`config.mk`:
```
export PLATFORM = sky130hd
export DESIGN_NAME = cwic_ctrl
export DESIGN_NICKNAME = d
export VERILOG_FILES = /design/src/shared/cwic_pkg.sv /design/src/verilog/cwic_ctrl.sv
export VERILOG_INCLUDE_DIRS = /design/src /design/src/shared
export SDC_FILE = /design/constraint.sdc
export NUM_CORES = 1
export LEC_CHECK = 0
export ABC_CLOCK_PERIOD_IN_PS = 5000
export BUFFER_PORTS_ARGS = -buffer_cell sky130_fd_sc_hd__buf_2
export CAP_MARGIN = 20
export CORE_ASPECT_RATIO = 0.8
export CORE_MARGIN = 3
export CORE_UTILIZATION = 45
export CTS_CLUSTER_DIAMETER = 200
export CTS_CLUSTER_SIZE = 16
export DETAILED_ROUTE_END_ITERATION = 8
export PLACE_DENSITY_LB_ADDON = 0.1
export SLEW_MARGIN = 20
export SYNTH_ARGS = -nofsm -noshare
export SYNTH_HDL_FRONTEND = slang
export SYNTH_SLANG_ARGS = --single-unit
export TNS_END_PERCENT = 5
```
`constraint.sdc`:
```
create_clock -name clk_sys -period 5 [get_ports clk_sys]
set_input_delay 1.25 -clock clk_sys [delete_from_list [all_inputs] [get_ports clk_sys]]
set_output_delay 1.25 -clock clk_sys [all_outputs]
set_load 0.005 [all_outputs]
```
`src/shared/cwic_regs.svh`:
```
`ifndef CWIC_REGS_SVH
`define CWIC_REGS_SVH
// Byte offsets of the software registers.
`define CWIC_OFF_POWER_CTRL_REG    8'h00
`define CWIC_OFF_CMP_CONFIG_REG   8'h04
`define CWIC_OFF_OSC_CMP_CTRL_REG   8'h08
`define CWIC_OFF_IRQ_ENABLE_REG    8'h0c
`define CWIC_OFF_IRQ_FLAG_REG    8'h10
`define CWIC_OFF_STATUS  8'h14
`define CWIC_OFF_WCFG    8'h18
`define CWIC_OFF_VECTOR  8'h1c
// Field positions.
`define CWIC_B_WDOG_RUN_ENABLE     7
`define CWIC_B_COMPARATOR_ENABLE     2
`define CWIC_B_PRESCALER_TO_WDOG    1
`define CWIC_B_CMPRES    7
`define CWIC_B_CMPDRV    6
`define CWIC_B_WDOG_IRQ_FLAG     6
`define CWIC_B_CMP_IRQ_FLAG     7
`define CWIC_B_TOFLAG    4
`define CWIC_B_GIE       0
`define CWIC_B_WCFG_EN   0
`define CWIC_B_WCFG_IRQ  1
`define CWIC_B_WCFG_PS   4
// Vector addresses.
`define CWIC_VEC_SOFT    12'h001
`define CWIC_VEC_HARD    12'h008
// Reset values.
`define CWIC_RST_POWER_CTRL_REG    8'h00
`define CWIC_RST_CMP_CONFIG_REG   8'h00
`define CWIC_RST_WCFG    8'h01
// Watchdog base periods in microseconds.
`define CWIC_WDT_P0_US   3500
`define CWIC_WDT_P1_US   15000
`define CWIC_WDT_P2_US   60000
`define CWIC_WDT_P3_US   250000
// AXI response codes.
`define CWIC_RESP_OKAY   2'h0
`define CWIC_RESP_SLVERR 2'h2
`endif

```
`src/shared/cwic_pkg.sv`:
```
package cwic_pkg;
	// Interface state machine of the CPU handshake, one-hot.
	typedef enum logic [2:0]
	{
		CWIC_IDLE  = 3'b001,
		CWIC_SOFT  = 3'b010,
		CWIC_HARD  = 3'b100
	} cwic_vec_t;
endpackage : cwic_pkg

```
`src/verilog/cwic_ctrl.sv`:
```
`include "cwic_regs.svh"

module cwic_ctrl #(
	parameter int          CLK_HZ   = 20000000, // System clock rate.
	parameter int unsigned WDT_TICK = 20        // Cycles per microsecond tick of watchdog.
) (
	input  wire logic        clk_sys,        // System clock.
	input  wire logic        rst,            // Synchronous reset, active high.
	input  wire logic [7:0]  s_axi_awaddr,   // Write address.
	input  wire logic        s_axi_awvalid,  // Write address valid.
	output logic             s_axi_awready,  // Write address ready.
	input  wire logic [31:0] s_axi_wdata,    // Write data.
	input  wire logic [3:0]  s_axi_wstrb,    // Write strobes.
	input  wire logic        s_axi_wvalid,   // Write data valid.
	output logic             s_axi_wready,   // Write data ready.
	output logic [1:0]       s_axi_bresp,    // Write response.
	output logic             s_axi_bvalid,   // Write response valid.
	input  wire logic        s_axi_bready,   // Write response ready.
	input  wire logic [7:0]  s_axi_araddr,   // Read address.
	input  wire logic        s_axi_arvalid,  // Read address valid.
	output logic             s_axi_arready,  // Read address ready.
	output logic [31:0]      s_axi_rdata,    // Read data.
	output logic [1:0]       s_axi_rresp,    // Read response.
	output logic             s_axi_rvalid,   // Read data valid.
	input  wire logic        s_axi_rready,   // Read ready.
	input  wire logic        halt_mode,      // Device is in halt mode.
	input  wire logic        cmp_raw,        // Live analog comparator output.
	input  wire logic        tmr0_ovf,       // Timer 0 overflow pulse.
	input  wire logic        tmr1_udf,       // Timer 1 underflow pulse.
	input  wire logic        tmr2_udf,       // Timer 2 underflow pulse.
	input  wire logic [7:0]  portb_change,   // Per-line port B change pulses.
	input  wire logic        ext_pin_edge,   // Selected edge on port B line 0.
	input  wire logic        ext_pin_irq_select, // Line 0 used as external interrupt.
	input  wire logic        pwm_channel_one, // First PWM channel output.
	input  wire logic        sw_irq_instr,   // Software interrupt instruction executed.
	input  wire logic        irq_on_instr,   // Enable-interrupts instruction.
	input  wire logic        irq_off_instr,  // Disable-interrupts instruction.
	input  wire logic        irq_return_instr, // Return-from-interrupt instruction.
	input  wire logic        clear_wdog_instr, // Clear-watchdog instruction.
	output logic             cmp_power_on,   // Comparator analog enable.
	output logic             pad_to_pad_mode, // Pad-to-pad mode active.
	output logic             pad_to_vref_mode, // Pad-to-reference mode active.
	output logic [3:0]       vref_level,     // Reference n/16 of supply, 0 in pad-to-pad mode.
	output logic [15:0]      noninv_sel,     // One-hot non-inverting pad: A0..A7, B0..B7.
	output logic [15:0]      inv_sel,        // One-hot inverting pad, zero selects reference.
	output logic             port_b_line6,   // Pin value for port B line 6.
	output logic             port_b_line6_oe, // Comparator owns port B line 6.
	output logic             vec_fetch,      // Fetch a vector now, one-cycle pulse.
	output logic [11:0]      vec_addr,       // Vector address to fetch.
	output logic             wdog_reset      // Watchdog reset request, one-cycle pulse.
);

	// ****************************************************************
	// Constants
	// ****************************************************************

	// Watchdog base periods in ticks of one microsecond.
	localparam logic [17:0] WDT_P0 = 18'(`CWIC_WDT_P0_US);
	localparam logic [17:0] WDT_P1 = 18'(`CWIC_WDT_P1_US);
	localparam logic [17:0] WDT_P2 = 18'(`CWIC_WDT_P2_US);
	localparam logic [17:0] WDT_P3 = 18'(`CWIC_WDT_P3_US);

	// ****************************************************************
	// State
	// ****************************************************************

	typedef struct packed {
		logic [7:0]  power_ctrl_reg;      // Power control: run enable, comparator enable.
		logic [7:0]  cmp_config_reg;     // Pad select high nibble, reference low.
		logic        cmp_drv;   // Comparator pin drive.
		logic [7:0]  irq_enable_reg;      // Interrupt enables.
		logic [7:0]  irq_flag_reg;      // Raw interrupt flags.
		logic        to_n;      // Active-low timeout flag.
		logic        global_irq_enable;       // Global interrupt enable.
		logic [7:0]  wcfg;      // Watchdog configuration.
		logic        s1;        // Comparator synchroniser stage one.
		logic        s2;        // Comparator synchroniser stage two.
		logic        cmp_copy;  // Registered comparator copy.
		logic [4:0]  tick;      // Microsecond tick divider.
		logic [17:0] wcnt;      // Watchdog base count.
		logic [7:0]  pre;       // Shared prescaler count.
		logic        wrst;      // Watchdog reset pulse.
		logic        aw_ok;     // Write address captured.
		logic        w_ok;      // Write data captured.
		logic [7:0]  awa;       // Captured write address.
		logic [31:0] wd;        // Captured write data.
		logic        bv;        // Write response valid.
		logic [1:0]  br;        // Write response code.
		logic        rv;        // Read data valid.
		logic [31:0] rd;        // Read data.
		logic [1:0]  rr;        // Read response code.
		cwic_pkg::cwic_vec_t vs; // Vector handshake state.
	} cwic_state_t;

	cwic_state_t q;  // Registered state.
	cwic_state_t d;  // Next state.

	// ****************************************************************
	// Combinational decode
	// ****************************************************************

	logic        cmp_on;    // Comparator effectively on.
	logic        cmp_live;  // Synchronised comparator value.
	logic [17:0] wlimit;    // Selected base period.
	logic [7:0]  plimit;    // Prescaler terminal count.
	logic        wdog_run;  // Watchdog is counting.
	logic        base_end;  // Base period reached this cycle.
	logic        wdog_exp;  // Watchdog expiry pulse.
	logic [7:0]  ev;        // Hardware events this cycle.
	logic [7:0]  pend;      // Pending enabled flags.
	logic        do_wr;     // Register write happens.
	logic        do_rd;     // Register read happens.
	logic [31:0] rdv;       // Read mux value.
	logic        rd_ok;     // Read address mapped.

	// Comparator enable gating and mode decode.
	assign cmp_on           = q.power_ctrl_reg[`CWIC_B_COMPARATOR_ENABLE] & ~halt_mode;
	assign pad_to_pad_mode  = (q.cmp_config_reg[3:0] == 4'h0);
	assign pad_to_vref_mode = ~pad_to_pad_mode;
	assign vref_level       = q.cmp_config_reg[3:0];
	assign cmp_live         = q.s2 & cmp_on;

	// Pad routing for both modes; index 0..7 is port A, 8..15 is port B.
	always_comb
	begin
		noninv_sel = 16'h0000;
		inv_sel    = 16'h0000;
		if (!cmp_on)
		begin
			// Nothing is routed while the comparator is off.
			noninv_sel = 16'h0000;
		end
		else if (pad_to_vref_mode)
		begin
			// Code five leaves the input unconnected.
			if (q.cmp_config_reg[7:4] != 4'h5)
				noninv_sel[q.cmp_config_reg[7:4]] = 1'b1;
		end
		else
		begin
			case (q.cmp_config_reg[7:4])
				4'h0: begin noninv_sel[0]  = 1'b1; inv_sel[1]  = 1'b1; end
				4'h1: begin noninv_sel[1]  = 1'b1; inv_sel[0]  = 1'b1; end
				4'h2: begin noninv_sel[2]  = 1'b1; inv_sel[3]  = 1'b1; end
				4'h3: begin noninv_sel[3]  = 1'b1; inv_sel[2]  = 1'b1; end
				4'h4: begin noninv_sel[0]  = 1'b1; inv_sel[11] = 1'b1; end
				4'h5: begin noninv_sel[1]  = 1'b1; inv_sel[10] = 1'b1; end
				4'h6: begin noninv_sel[2]  = 1'b1; inv_sel[13] = 1'b1; end
				4'h7: begin noninv_sel[3]  = 1'b1; inv_sel[12] = 1'b1; end
				4'h8: begin noninv_sel[10] = 1'b1; inv_sel[1]  = 1'b1; end
				4'h9: begin noninv_sel[11] = 1'b1; inv_sel[0]  = 1'b1; end
				4'ha: begin noninv_sel[12] = 1'b1; inv_sel[3]  = 1'b1; end
				4'hb: begin noninv_sel[13] = 1'b1; inv_sel[2]  = 1'b1; end
				4'hc: begin noninv_sel[10] = 1'b1; inv_sel[11] = 1'b1; end
				4'hd: begin noninv_sel[11] = 1'b1; inv_sel[10] = 1'b1; end
				4'he: begin noninv_sel[12] = 1'b1; inv_sel[13] = 1'b1; end
				default: begin noninv_sel[13] = 1'b1; inv_sel[12] = 1'b1; end
			endcase
		end
	end

	// Watchdog period and prescaler selection.
	always_comb
	begin
		case (q.wcfg[3:2])
			2'h0:    wlimit = WDT_P0;
			2'h1:    wlimit = WDT_P1;
			2'h2:    wlimit = WDT_P2;
			default: wlimit = WDT_P3;
		endcase
		// With the prescaler assigned, reset mode divides 1..128, interrupt mode 2..256; otherwise it divides by 1.
		if (!q.power_ctrl_reg[`CWIC_B_PRESCALER_TO_WDOG])
			plimit = 8'h00;
		else if (q.wcfg[`CWIC_B_WCFG_IRQ])
			plimit = 8'((9'h002 << q.wcfg[6:4]) - 9'h001);
		else
			plimit = 8'((9'h001 << q.wcfg[6:4]) - 9'h001);
	end

	// The watchdog ignores halt and standby on purpose.
	assign wdog_run = q.wcfg[`CWIC_B_WCFG_EN] & q.power_ctrl_reg[`CWIC_B_WDOG_RUN_ENABLE];
	assign base_end = wdog_run && (q.tick == 5'(WDT_TICK - 1)) && (q.wcnt == wlimit - 18'h1);
	assign wdog_exp = base_end && (q.pre == plimit) && !clear_wdog_instr;

	// Hardware event vector: 0 t0, 1 t1, 2 t2, 3 pb change, 4 ext, 6 wdog, 7 cmp.
	always_comb
	begin
		ev    = 8'h00;
		ev[0] = tmr0_ovf;
		ev[1] = tmr1_udf;
		ev[2] = tmr2_udf;
		ev[3] = |{portb_change[7:1], portb_change[0] & ~ext_pin_irq_select};
		ev[4] = ext_pin_edge & ext_pin_irq_select;
		ev[`CWIC_B_WDOG_IRQ_FLAG] = wdog_exp & q.wcfg[`CWIC_B_WCFG_IRQ];
		ev[`CWIC_B_CMP_IRQ_FLAG] = cmp_live ^ q.cmp_copy;
	end

	assign pend  = q.irq_flag_reg & q.irq_enable_reg;
	assign do_wr = q.aw_ok && q.w_ok && !q.bv;
	assign do_rd = s_axi_arvalid && !q.rv;

	// Read multiplexer.
	always_comb
	begin
		rdv   = 32'h0;
		rd_ok = 1'b1;
		case (s_axi_araddr)
			`CWIC_OFF_POWER_CTRL_REG:   rdv[7:0] = q.power_ctrl_reg;
			`CWIC_OFF_CMP_CONFIG_REG:  rdv[7:0] = q.cmp_config_reg;
			`CWIC_OFF_OSC_CMP_CTRL_REG:  rdv[7:0] = {cmp_live, q.cmp_drv, 6'h0};
			`CWIC_OFF_IRQ_ENABLE_REG:   rdv[7:0] = q.irq_enable_reg;
			`CWIC_OFF_IRQ_FLAG_REG:   rdv[7:0] = pend;
			`CWIC_OFF_STATUS: rdv[7:0] = 8'(q.to_n) << `CWIC_B_TOFLAG;
			`CWIC_OFF_WCFG:   rdv[7:0] = q.wcfg;
			`CWIC_OFF_VECTOR: rdv[0]   = q.global_irq_enable;
			default:          rd_ok    = 1'b0;
		endcase
	end

	// ****************************************************************
	// Next-state logic
	// ****************************************************************

	always_comb
	begin
		d          = q;
		d.wrst     = 1'b0;
		d.s1       = cmp_raw;
		d.s2       = q.s1;
		// Bus channel handshakes.
		if (s_axi_awvalid && !q.aw_ok)
		begin
			d.aw_ok = 1'b1;
			d.awa   = s_axi_awaddr;
		end
		if (s_axi_wvalid && !q.w_ok)
		begin
			d.w_ok = 1'b1;
			d.wd   = s_axi_wdata;
		end
		if (q.bv && s_axi_bready)
			d.bv = 1'b0;
		if (q.rv && s_axi_rready)
			d.rv = 1'b0;
		// Watchdog tick, base count and prescaler.
		if (!wdog_run || clear_wdog_instr)
		begin
			d.tick = 5'h0;
			d.wcnt = 18'h0;
			d.pre  = 8'h0;
		end
		else if (q.tick == 5'(WDT_TICK - 1))
		begin
			d.tick = 5'h0;
			d.wcnt = base_end ? 18'h0 : q.wcnt + 18'h1;
			if (base_end)
				d.pre = (q.pre == plimit) ? 8'h0 : q.pre + 8'h1;
		end
		else
			d.tick = q.tick + 5'h1;
		if (clear_wdog_instr && q.power_ctrl_reg[`CWIC_B_PRESCALER_TO_WDOG])
			d.to_n = 1'b1;
		if (wdog_exp)
		begin
			d.to_n = 1'b0;
			d.wrst = ~q.wcfg[`CWIC_B_WCFG_IRQ];
		end
		// Register writes; flags only clear where a zero is written.
		if (do_wr)
		begin
			d.aw_ok = 1'b0;
			d.w_ok  = 1'b0;
			d.bv    = 1'b1;
			d.br    = `CWIC_RESP_OKAY;
			if (!s_axi_wstrb[0])
				d.br = `CWIC_RESP_OKAY;
			else
				case (q.awa)
					`CWIC_OFF_POWER_CTRL_REG:  d.power_ctrl_reg    = q.wd[7:0];
					`CWIC_OFF_CMP_CONFIG_REG: d.cmp_config_reg   = q.wd[7:0];
					`CWIC_OFF_OSC_CMP_CTRL_REG: d.cmp_drv = q.wd[`CWIC_B_CMPDRV];
					`CWIC_OFF_IRQ_ENABLE_REG:  d.irq_enable_reg    = q.wd[7:0];
					`CWIC_OFF_IRQ_FLAG_REG:  d.irq_flag_reg    = q.irq_flag_reg & q.wd[7:0];
					`CWIC_OFF_WCFG:  d.wcfg    = q.wd[7:0];
					`CWIC_OFF_STATUS: d.br     = `CWIC_RESP_OKAY;
					`CWIC_OFF_VECTOR: d.br     = `CWIC_RESP_OKAY;
					default:         d.br      = `CWIC_RESP_SLVERR;
				endcase
		end
		// Events win over a clear in the same cycle.
		d.irq_flag_reg = d.irq_flag_reg | ev;
		// Reading the control register refreshes the comparator copy.
		if (do_rd)
		begin
			d.rv = 1'b1;
			d.rd = rdv;
			d.rr = rd_ok ? `CWIC_RESP_OKAY : `CWIC_RESP_SLVERR;
			if (s_axi_araddr == `CWIC_OFF_OSC_CMP_CTRL_REG)
				d.cmp_copy = cmp_live;
		end
		// Global enable and vector selection; software interrupt first.
		d.vs = cwic_pkg::CWIC_IDLE;
		case (1'b1)
			sw_irq_instr:
			begin
				d.global_irq_enable = 1'b0;
				d.vs  = cwic_pkg::CWIC_SOFT;
			end
			q.global_irq_enable && (|pend) && q.vs == cwic_pkg::CWIC_IDLE:
			begin
				d.global_irq_enable = 1'b0;
				d.vs  = cwic_pkg::CWIC_HARD;
			end
			irq_on_instr:     d.global_irq_enable = 1'b1;
			irq_return_instr: d.global_irq_enable = 1'b1;
			irq_off_instr:    d.global_irq_enable = 1'b0;
			default:          d.global_irq_enable = q.global_irq_enable;
		endcase
	end

	// ****************************************************************
	// Registers
	// ****************************************************************

	always_ff @(posedge clk_sys)
	begin
		if (rst)
		begin
			q       <= '0;
			q.power_ctrl_reg  <= `CWIC_RST_POWER_CTRL_REG;
			q.cmp_config_reg <= `CWIC_RST_CMP_CONFIG_REG;
			q.wcfg  <= `CWIC_RST_WCFG;
			q.to_n  <= 1'b1;
			q.vs    <= cwic_pkg::CWIC_IDLE;
		end
		else
			q <= d;
	end

	// ****************************************************************
	// Outputs
	// ****************************************************************

	assign s_axi_awready   = ~q.aw_ok;
	assign s_axi_wready    = ~q.w_ok;
	assign s_axi_bvalid    = q.bv;
	assign s_axi_bresp     = q.br;
	assign s_axi_arready   = ~q.rv;
	assign s_axi_rvalid    = q.rv;
	assign s_axi_rdata     = q.rd;
	assign s_axi_rresp     = q.rr;
	assign cmp_power_on    = cmp_on;
	// Pin drive replaces the PWM channel with the live result.
	assign port_b_line6    = q.cmp_drv ? cmp_live : pwm_channel_one;
	assign port_b_line6_oe = q.cmp_drv;
	assign vec_fetch       = (q.vs != cwic_pkg::CWIC_IDLE);
	assign vec_addr        = (q.vs == cwic_pkg::CWIC_SOFT) ? `CWIC_VEC_SOFT : `CWIC_VEC_HARD;
	assign wdog_reset      = q.wrst;

	// ****************************************************************
	// Assertions
	// ****************************************************************

	a_cmp_halt_off: assert property (@(posedge clk_sys) disable iff (rst) halt_mode |-> !cmp_power_on)
		else $error("comparator on in halt");
	a_mode_decode: assert property (@(posedge clk_sys) disable iff (rst)
		pad_to_pad_mode == (vref_level == 4'h0))
		else $error("mode decode wrong");
	a_cmp_flag_set: assert property (@(posedge clk_sys) disable iff (rst)
		(cmp_live != q.cmp_copy) |=> q.irq_flag_reg[`CWIC_B_CMP_IRQ_FLAG])
		else $error("comparator flag not set");
	a_flag_sticky: assert property (@(posedge clk_sys) disable iff (rst)
		q.irq_flag_reg[0] && !do_wr |=> q.irq_flag_reg[0])
		else $error("flag lost without write");
	a_soft_vector: assert property (@(posedge clk_sys) disable iff (rst)
		sw_irq_instr |=> vec_fetch && vec_addr == `CWIC_VEC_SOFT && !q.global_irq_enable)
		else $error("soft vector wrong");
	a_hard_vector: assert property (@(posedge clk_sys) disable iff (rst)
		q.global_irq_enable && |pend && !sw_irq_instr && q.vs == cwic_pkg::CWIC_IDLE
		|=> vec_fetch && vec_addr == `CWIC_VEC_HARD && !q.global_irq_enable)
		else $error("hard vector wrong");
	a_gie_on: assert property (@(posedge clk_sys) disable iff (rst)
		irq_on_instr && !sw_irq_instr && !(q.global_irq_enable && |pend) |=> q.global_irq_enable)
		else $error("enable instruction ignored");
	a_timeout_flag: assert property (@(posedge clk_sys) disable iff (rst)
		wdog_exp |=> !q.to_n)
		else $error("timeout flag not cleared");
	a_wdt_flag: assert property (@(posedge clk_sys) disable iff (rst)
		wdog_exp && q.wcfg[`CWIC_B_WCFG_IRQ] |=> q.irq_flag_reg[`CWIC_B_WDOG_IRQ_FLAG])
		else $error("watchdog flag not set");
	a_pin_drive: assert property (@(posedge clk_sys) disable iff (rst)
		q.cmp_drv |-> port_b_line6 == cmp_live)
		else $error("pin not showing result");

	c_hard_irq: cover property (@(posedge clk_sys) disable iff (rst) q.vs == cwic_pkg::CWIC_HARD);
	c_soft_irq: cover property (@(posedge clk_sys) disable iff (rst) q.vs == cwic_pkg::CWIC_SOFT);
	c_wdt_exp:  cover property (@(posedge clk_sys) disable iff (rst) wdog_exp);
	c_cmp_chg:  cover property (@(posedge clk_sys) disable iff (rst) ev[7]);

endmodule : cwic_ctrl

```
==> metrics.txt, run 1 <==
status completed; DR pass1 iterations 5; IO Pins 176; Worst-Margin Slew about 920 ps; Seq/Total Area, Yosys 35.4%; layout net count 907; GRT busiest layer met1; Die ar. 15,400 sq um; vias in the first global route 4,846; clk sinks between 100 and 150; Cell Pwr Density 253 nW/um^2; Worst path max stage delay roughly 270 ps; crit-path max FO 7; Area Growth Syn to Fin 9.16%; Die W 138 um; WS Path Type input pin to output pin; Post-CTS Setup Bufs 0; #FFs+latches synth 111; initial antenna violation count 0; CP Data Required Time roughly 3800 ps; Max Slew Vio Count 0; Worst-Skew Late Latency 350 ps; Hold Crit Depth 1; layout cells sized above 1 17.6%; Routed WL per cell 14.7 um; Iter 0 DRT Violations 364; Yosys cell types between 60 and 70; n_diodes 0; Max-slew headroom 38.4%; crit end category output pin; unrepaired setup endpoints after global routing false; Initial Util 47.4%; Ys Warns 0; Setup Viol. Count Final 0; CP startpoint kind input pin; Peak VDD IR 0.180 mV; Async S/R FF share, synth 0%; # fillers roughly 1,300; Period Utilization, post-route 73.0%; Peak Freq 0.274 GHz; largest net degree at the start of global routing 80; Synth area leader dfxtp_1; clk slew on worst S/H paths about 60 ps; cts hold-fix bufs 0; Mapped Area approximately 6300 sq um; Final GP Congestion 0.886; met2 Use GR 27.8%; total grt overflow 0; drc violations 0; met3 Resource Use GR 4.42%; Detail Route Antenna Nets 0; crit path max-delay cell type mux2_2; Vias/cell approximately 5.3; input/output buffers 103; Internal roughly 1.3 mW; number of enable flip-flop cells after synthesis 0; CTS tree built; Tmin final approximately 3700 ps; CP dominant cell by count buf_2; clock tree buffer depth 2; dpl hpwl 10.9 mm; most frequent cell after synthesis nor2_1; CTS buffer count 9; first-pass GRT wire length 24.4 mm; Vias 5,225; Worst EP arrival 2400 ps; top cell type's share of synthesized area 35.4%; worst-case reg-to-reg path depth 11; worst hold margin roughly 440 ps; Worst path depth 6; routed wire length 14.6 mm; CTS resizes 0; Maximum Capacitance Violations 0; Post-synth top cells nor2_1 (126), dfxtp_1 (111), buf_4 (61), mux2i_1 (54), nand2_1 (41); clock root buffer clkbuf_16; Core Rows 37; Setup Skew 10.7 ps; crit-path leading delay family simple AND/OR/NAND/NOR gates; final hold vios 0; Leak Pwr 2.89 nW; H-tree depth 3; Die H 112 um; crit-path cells buf_2 > nand2b_1 > inv_1 > and2_1 > mux2_2 > buf_2; Hold Crit Class register to register; Primary FF master, synth dfxtp_1; Final TNS setup 0 ps; Synth Area per Inst 8.42 sq um; synth top area cells dfxtp_1 (35%), mux2i_1 (8.6%), nor2_1 (7.5%); met1 Use GR 28.0%; clock power share a little over 40%; cell count after synthesis between 700 and 800; sw frac between 20% and 30%; Combinational Power Share 6.1%; switching pwr 398 uW; Flop pwr share 53.0%; Worst Path Buf+Inv 3; gr usage total 18.8%; core area 13,200 sq um
==> power groups by stage <==
stage                     Sequential [mW]  Clock (mW)  Combinational [mW]
after floorplan                     0.931           0              0.0974
after global placement              0.939           0               0.104
after detailed placement            0.938           0               0.105
after CTS                           0.918       0.724               0.106
after global routing                0.921       0.762               0.121
final                               0.919       0.707               0.106
==> cells by family (layout without fill, tap and decap cells) <==
family	after synthesis	count (layout)	synth area share, %
compound gates	94	94	10.0
simple gates	317	317	26.3
fa+ha+maj	13	13	2.59
xor+xnor	39	39	5.44
buf+inv	116	145	11.5
other cells	1	45	0.0597
mux	55	55	8.78
flops	111	111	35.4
==> per-stage QoR <==
stage               cells  util, %  worst slack [ps]  instance area, sq um  total power, mW
floorplan             790        -              1710                  6450             1.03
global placement      978     49.6              1360                  6570             1.04
detailed placement    978     49.6              1340                  6570             1.04
CTS                   994     51.8              1340                  6860             1.75
global route          994     51.8              1190                  6860             1.80
finish                994     51.8              1350                  6860             1.73
==> final timing paths <==
check	start	endpoint	slack, ps
setup / recovery	halt_mode	port_b_line6	1350
hold / removal	q[110]	q[110]	440
setup reg to reg	q[119]	q[84]	1440
hold reg to reg	q[110]	q[110]	440
==> state kept, by name (all words and copies together), names as in the netlist <==
register,count
q,92
s_axi_rdata,8
vref_level,4
d,1
port_b_line6_oe,1
s_axi_bresp,1
s_axi_bvalid,1
s_axi_rresp,1
s_axi_rvalid,1
wdog_reset,1
==> area by class of cell <==
cell class / instances / area, sq um / share of cell area [%]
clock buffer: 12 / 236 / 3.45
clock inverter: 4 / 53.8 / 0.785
inverter: 24 / 90.1 / 1.31
multi-input combinational: 563 / 3510 / 51.1
sequential: 111 / 2220 / 32.4
tap: 175 / 219 / 3.19
timing repair buffer: 105 / 531 / 7.74
==> per-layer routing <==
metal	wire length [um]	part of all wire [%]
met1	7410	51
met2	6020	41
met3	1060	7.2
met4	152	1.0
met5	0	0
==> placed cells by master (no fill, tap or decap), drive strengths merged, types with 3 or more instances in the layout <==
cell       n
and2       7
buf      105
o22ai      6
nand3     16
nor2     126
nand2b    11
or3        8
nor3      30
nand4      6
o21ai     20
a211oi     4
or3b       4
xnor2     22
nor3b      5
nand3b     5
nand4b     4
a21oi     24
or2        3
nor4bb     3
a22oi     11
conb      45
xor2      17
ha        13
o211ai     4
a2111oi    3
a31oi      3
inv       25
and3      15
nor2b     16
nand2     41
o21a       3
clkbuf    12
dfxtp    111
nor4       8
mux2i     54
Power figures use the tool's default switching activity.
==> inputs of run 2 (changes only) <==
- ABC_CLOCK_PERIOD_IN_PS: 5000 -> 3200
- clock period: 5 -> 3.2 ns (I/O delays scaled with it)
==> run 2 against run 1 <==
- total power is 55% higher
- critical path type is now register to register
- via count is 1.9% higher
- clock power is 53% higher
- final area is 0.66% higher
- critical path depth is 5 higher
==> metrics.txt, run 2 (synthesis results as in run 1) <==
status completed; Detail Route Antenna Nets 0 (unchanged); CTS buffer count 9 (unchanged); gr usage total 19.6% (+0.85 points); Area Growth Syn to Fin 9.88%; Peak VDD IR 0.285 mV (+58%); Final TNS setup 0 ps (unchanged); largest net degree at the start of global routing 80 (unchanged); Post-CTS Setup Bufs 0 (unchanged); Setup Slack @ Placement 74.2 ps (-1270 ps); routed wire length 15.3 mm (+4.5%); dpl hpwl 11.2 mm (+3.6%); crit path max-delay cell type or3_4; Setup Skew 8.65 ps (-2.01 ps); clk slew on worst S/H paths 80 ps (+20 ps); CP startpoint kind register; placed cell areas 6610 sq um (+0.69%); drc violations 0 (unchanged); Die H 112 um (unchanged); CP dominant cell by count or3_4; unrepaired setup endpoints after global routing false; Worst-Margin Slew 862 ps (-59.8 ps); Final GP Congestion 0.879 (-0.84%); cts hold-fix bufs 0 (unchanged); WS Path Type register to register; largest reg by FF count q; Leak Pwr 2.91 nW (+0.70%); CTS resizes 0 (unchanged); Worst-Skew Late Latency 340 ps (about the same); clk sinks 111 (unchanged); Hold Crit Class register to register; max FFs per register 92 (unchanged); final hold vios 0 (unchanged); crit-path max FO 8 (+1); crit-path cells inv_1 > ha_1 > or3b_4 > ha_2 > and2b_4 > a32o_1 > or3_4 > o41ai_2 > a211oi_2 > or3_4 > nor4_4; Period Utilization, post-route approximately 94%; Worst EP arrival 3260 ps (+860 ps); clock root buffer clkbuf_16; crit end category register; Setup Viol. Count Final 0 (unchanged); initial antenna violation count 0 (unchanged); Core Rows 37 (unchanged); Peak Freq 0.334 GHz; Vias 5,324 (+1.9%); Maximum Capacitance Violations 0 (unchanged); Tmin final 2990 ps; CP Data Required Time 3460 ps (-290 ps); Initial Util 47.4% (unchanged); core area 13,200 sq um (unchanged); layout net count 913 (+0.66%); worst hold margin 450 ps (+5.97 ps); Final Util 52.1% (+0.34 points); Max-slew headroom 42.1% (+3.7 points); CTS tree built; total grt overflow 0 (unchanged); post-route design area 6900 sq um (+0.66%); Worst path max stage delay 430 ps (+160 ps); clock tree buffer depth 2 (unchanged); Cell Pwr Density 390 nW/um^2 (+54%); IO Pins 176 (unchanged); DR pass1 iterations 5 (unchanged); input/output buffers 103 (unchanged); first-pass GRT wire length 25.4 mm (+4.1%); Die W 138 um (unchanged); Worst Setup Slack, final 206 ps (-1140 ps); vias in the first global route 5,012 (+3.4%); n_diodes 0 (unchanged); layout cells sized above 1 18.7% (+1.1 points); Max Slew Vio Count 0 (unchanged); Die ar. 15,400 sq um (unchanged); commonest non-fill, non-tap cell in the layout nor2_1; H-tree depth 3 (unchanged); commonest non-fill, non-tap cells in the layout nor2_1 (126), dfxtp_1 (111), buf_2 (103); Vias/cell 5.32 (+1.3%); Routed WL per cell 15.3 um (+3.8%); Iter 0 DRT Violations 408 (+12%)
## run 2: critical path, delay by kind of cell (launching register included)
family	cells	cell delay (ps)
AND/OR/NAND/NOR	5	1500
AO/OA/AOI/OAI	3	590
adder cells (fa/ha/maj)	2	410
flip-flops	1	350
buffers and inverters	1	70
## run 2: per-layer routing
| layer | wire length (um) | global-route usage, % | share of wire, % |
|---|---|---|---|
| met5 | 0 | 0 | 0 |
| met2 | 6400 | 29.2 | 42 |
| met1 | 7590 | 29.3 | 50 |
| met4 | 132 | 3.62 | 0.86 |
| met3 | 1180 | 4.47 | 7.7 |
## run 2: stage by stage
| step | instances | power (mW) |
|---|---|---|
| final | 1000 | 2.69 |
| after global routing | 1000 | 2.79 |
| after CTS | 1000 | 2.72 |
| after detailed placement | 984 | 1.64 |
| after global placement | 984 | 1.63 |
| after floorplan | 790 | 1.61 |
## run 2: worst paths after layout
path	startpoint	end	slack (ps)	depth (start not counted)
worst max-delay path	q[122]	wdog_reset	210	11
worst min-delay path	q[110]	q[110]	450	1
worst max register to register	q[122]	wdog_reset	210	11
worst min register to register	q[110]	q[110]	450	1
## run 2: layout make-up
class	count	area, sq um
timing repair buffer	111	576
inverter	24	90.1
sequential	111	2220
multi-input combinational	563	3510
clock inverter	7	56.3
clock buffer	9	225
fill	1276	6340
tap	175	219
## run 2: power breakdown
part / internal [mW] / total [mW] / switching, mW
combinational: 0.0702 / 0.171 / 0.100
sequential: 1.41 / 1.44 / 0.0303
clock: 0.539 / 1.08 / 0.544
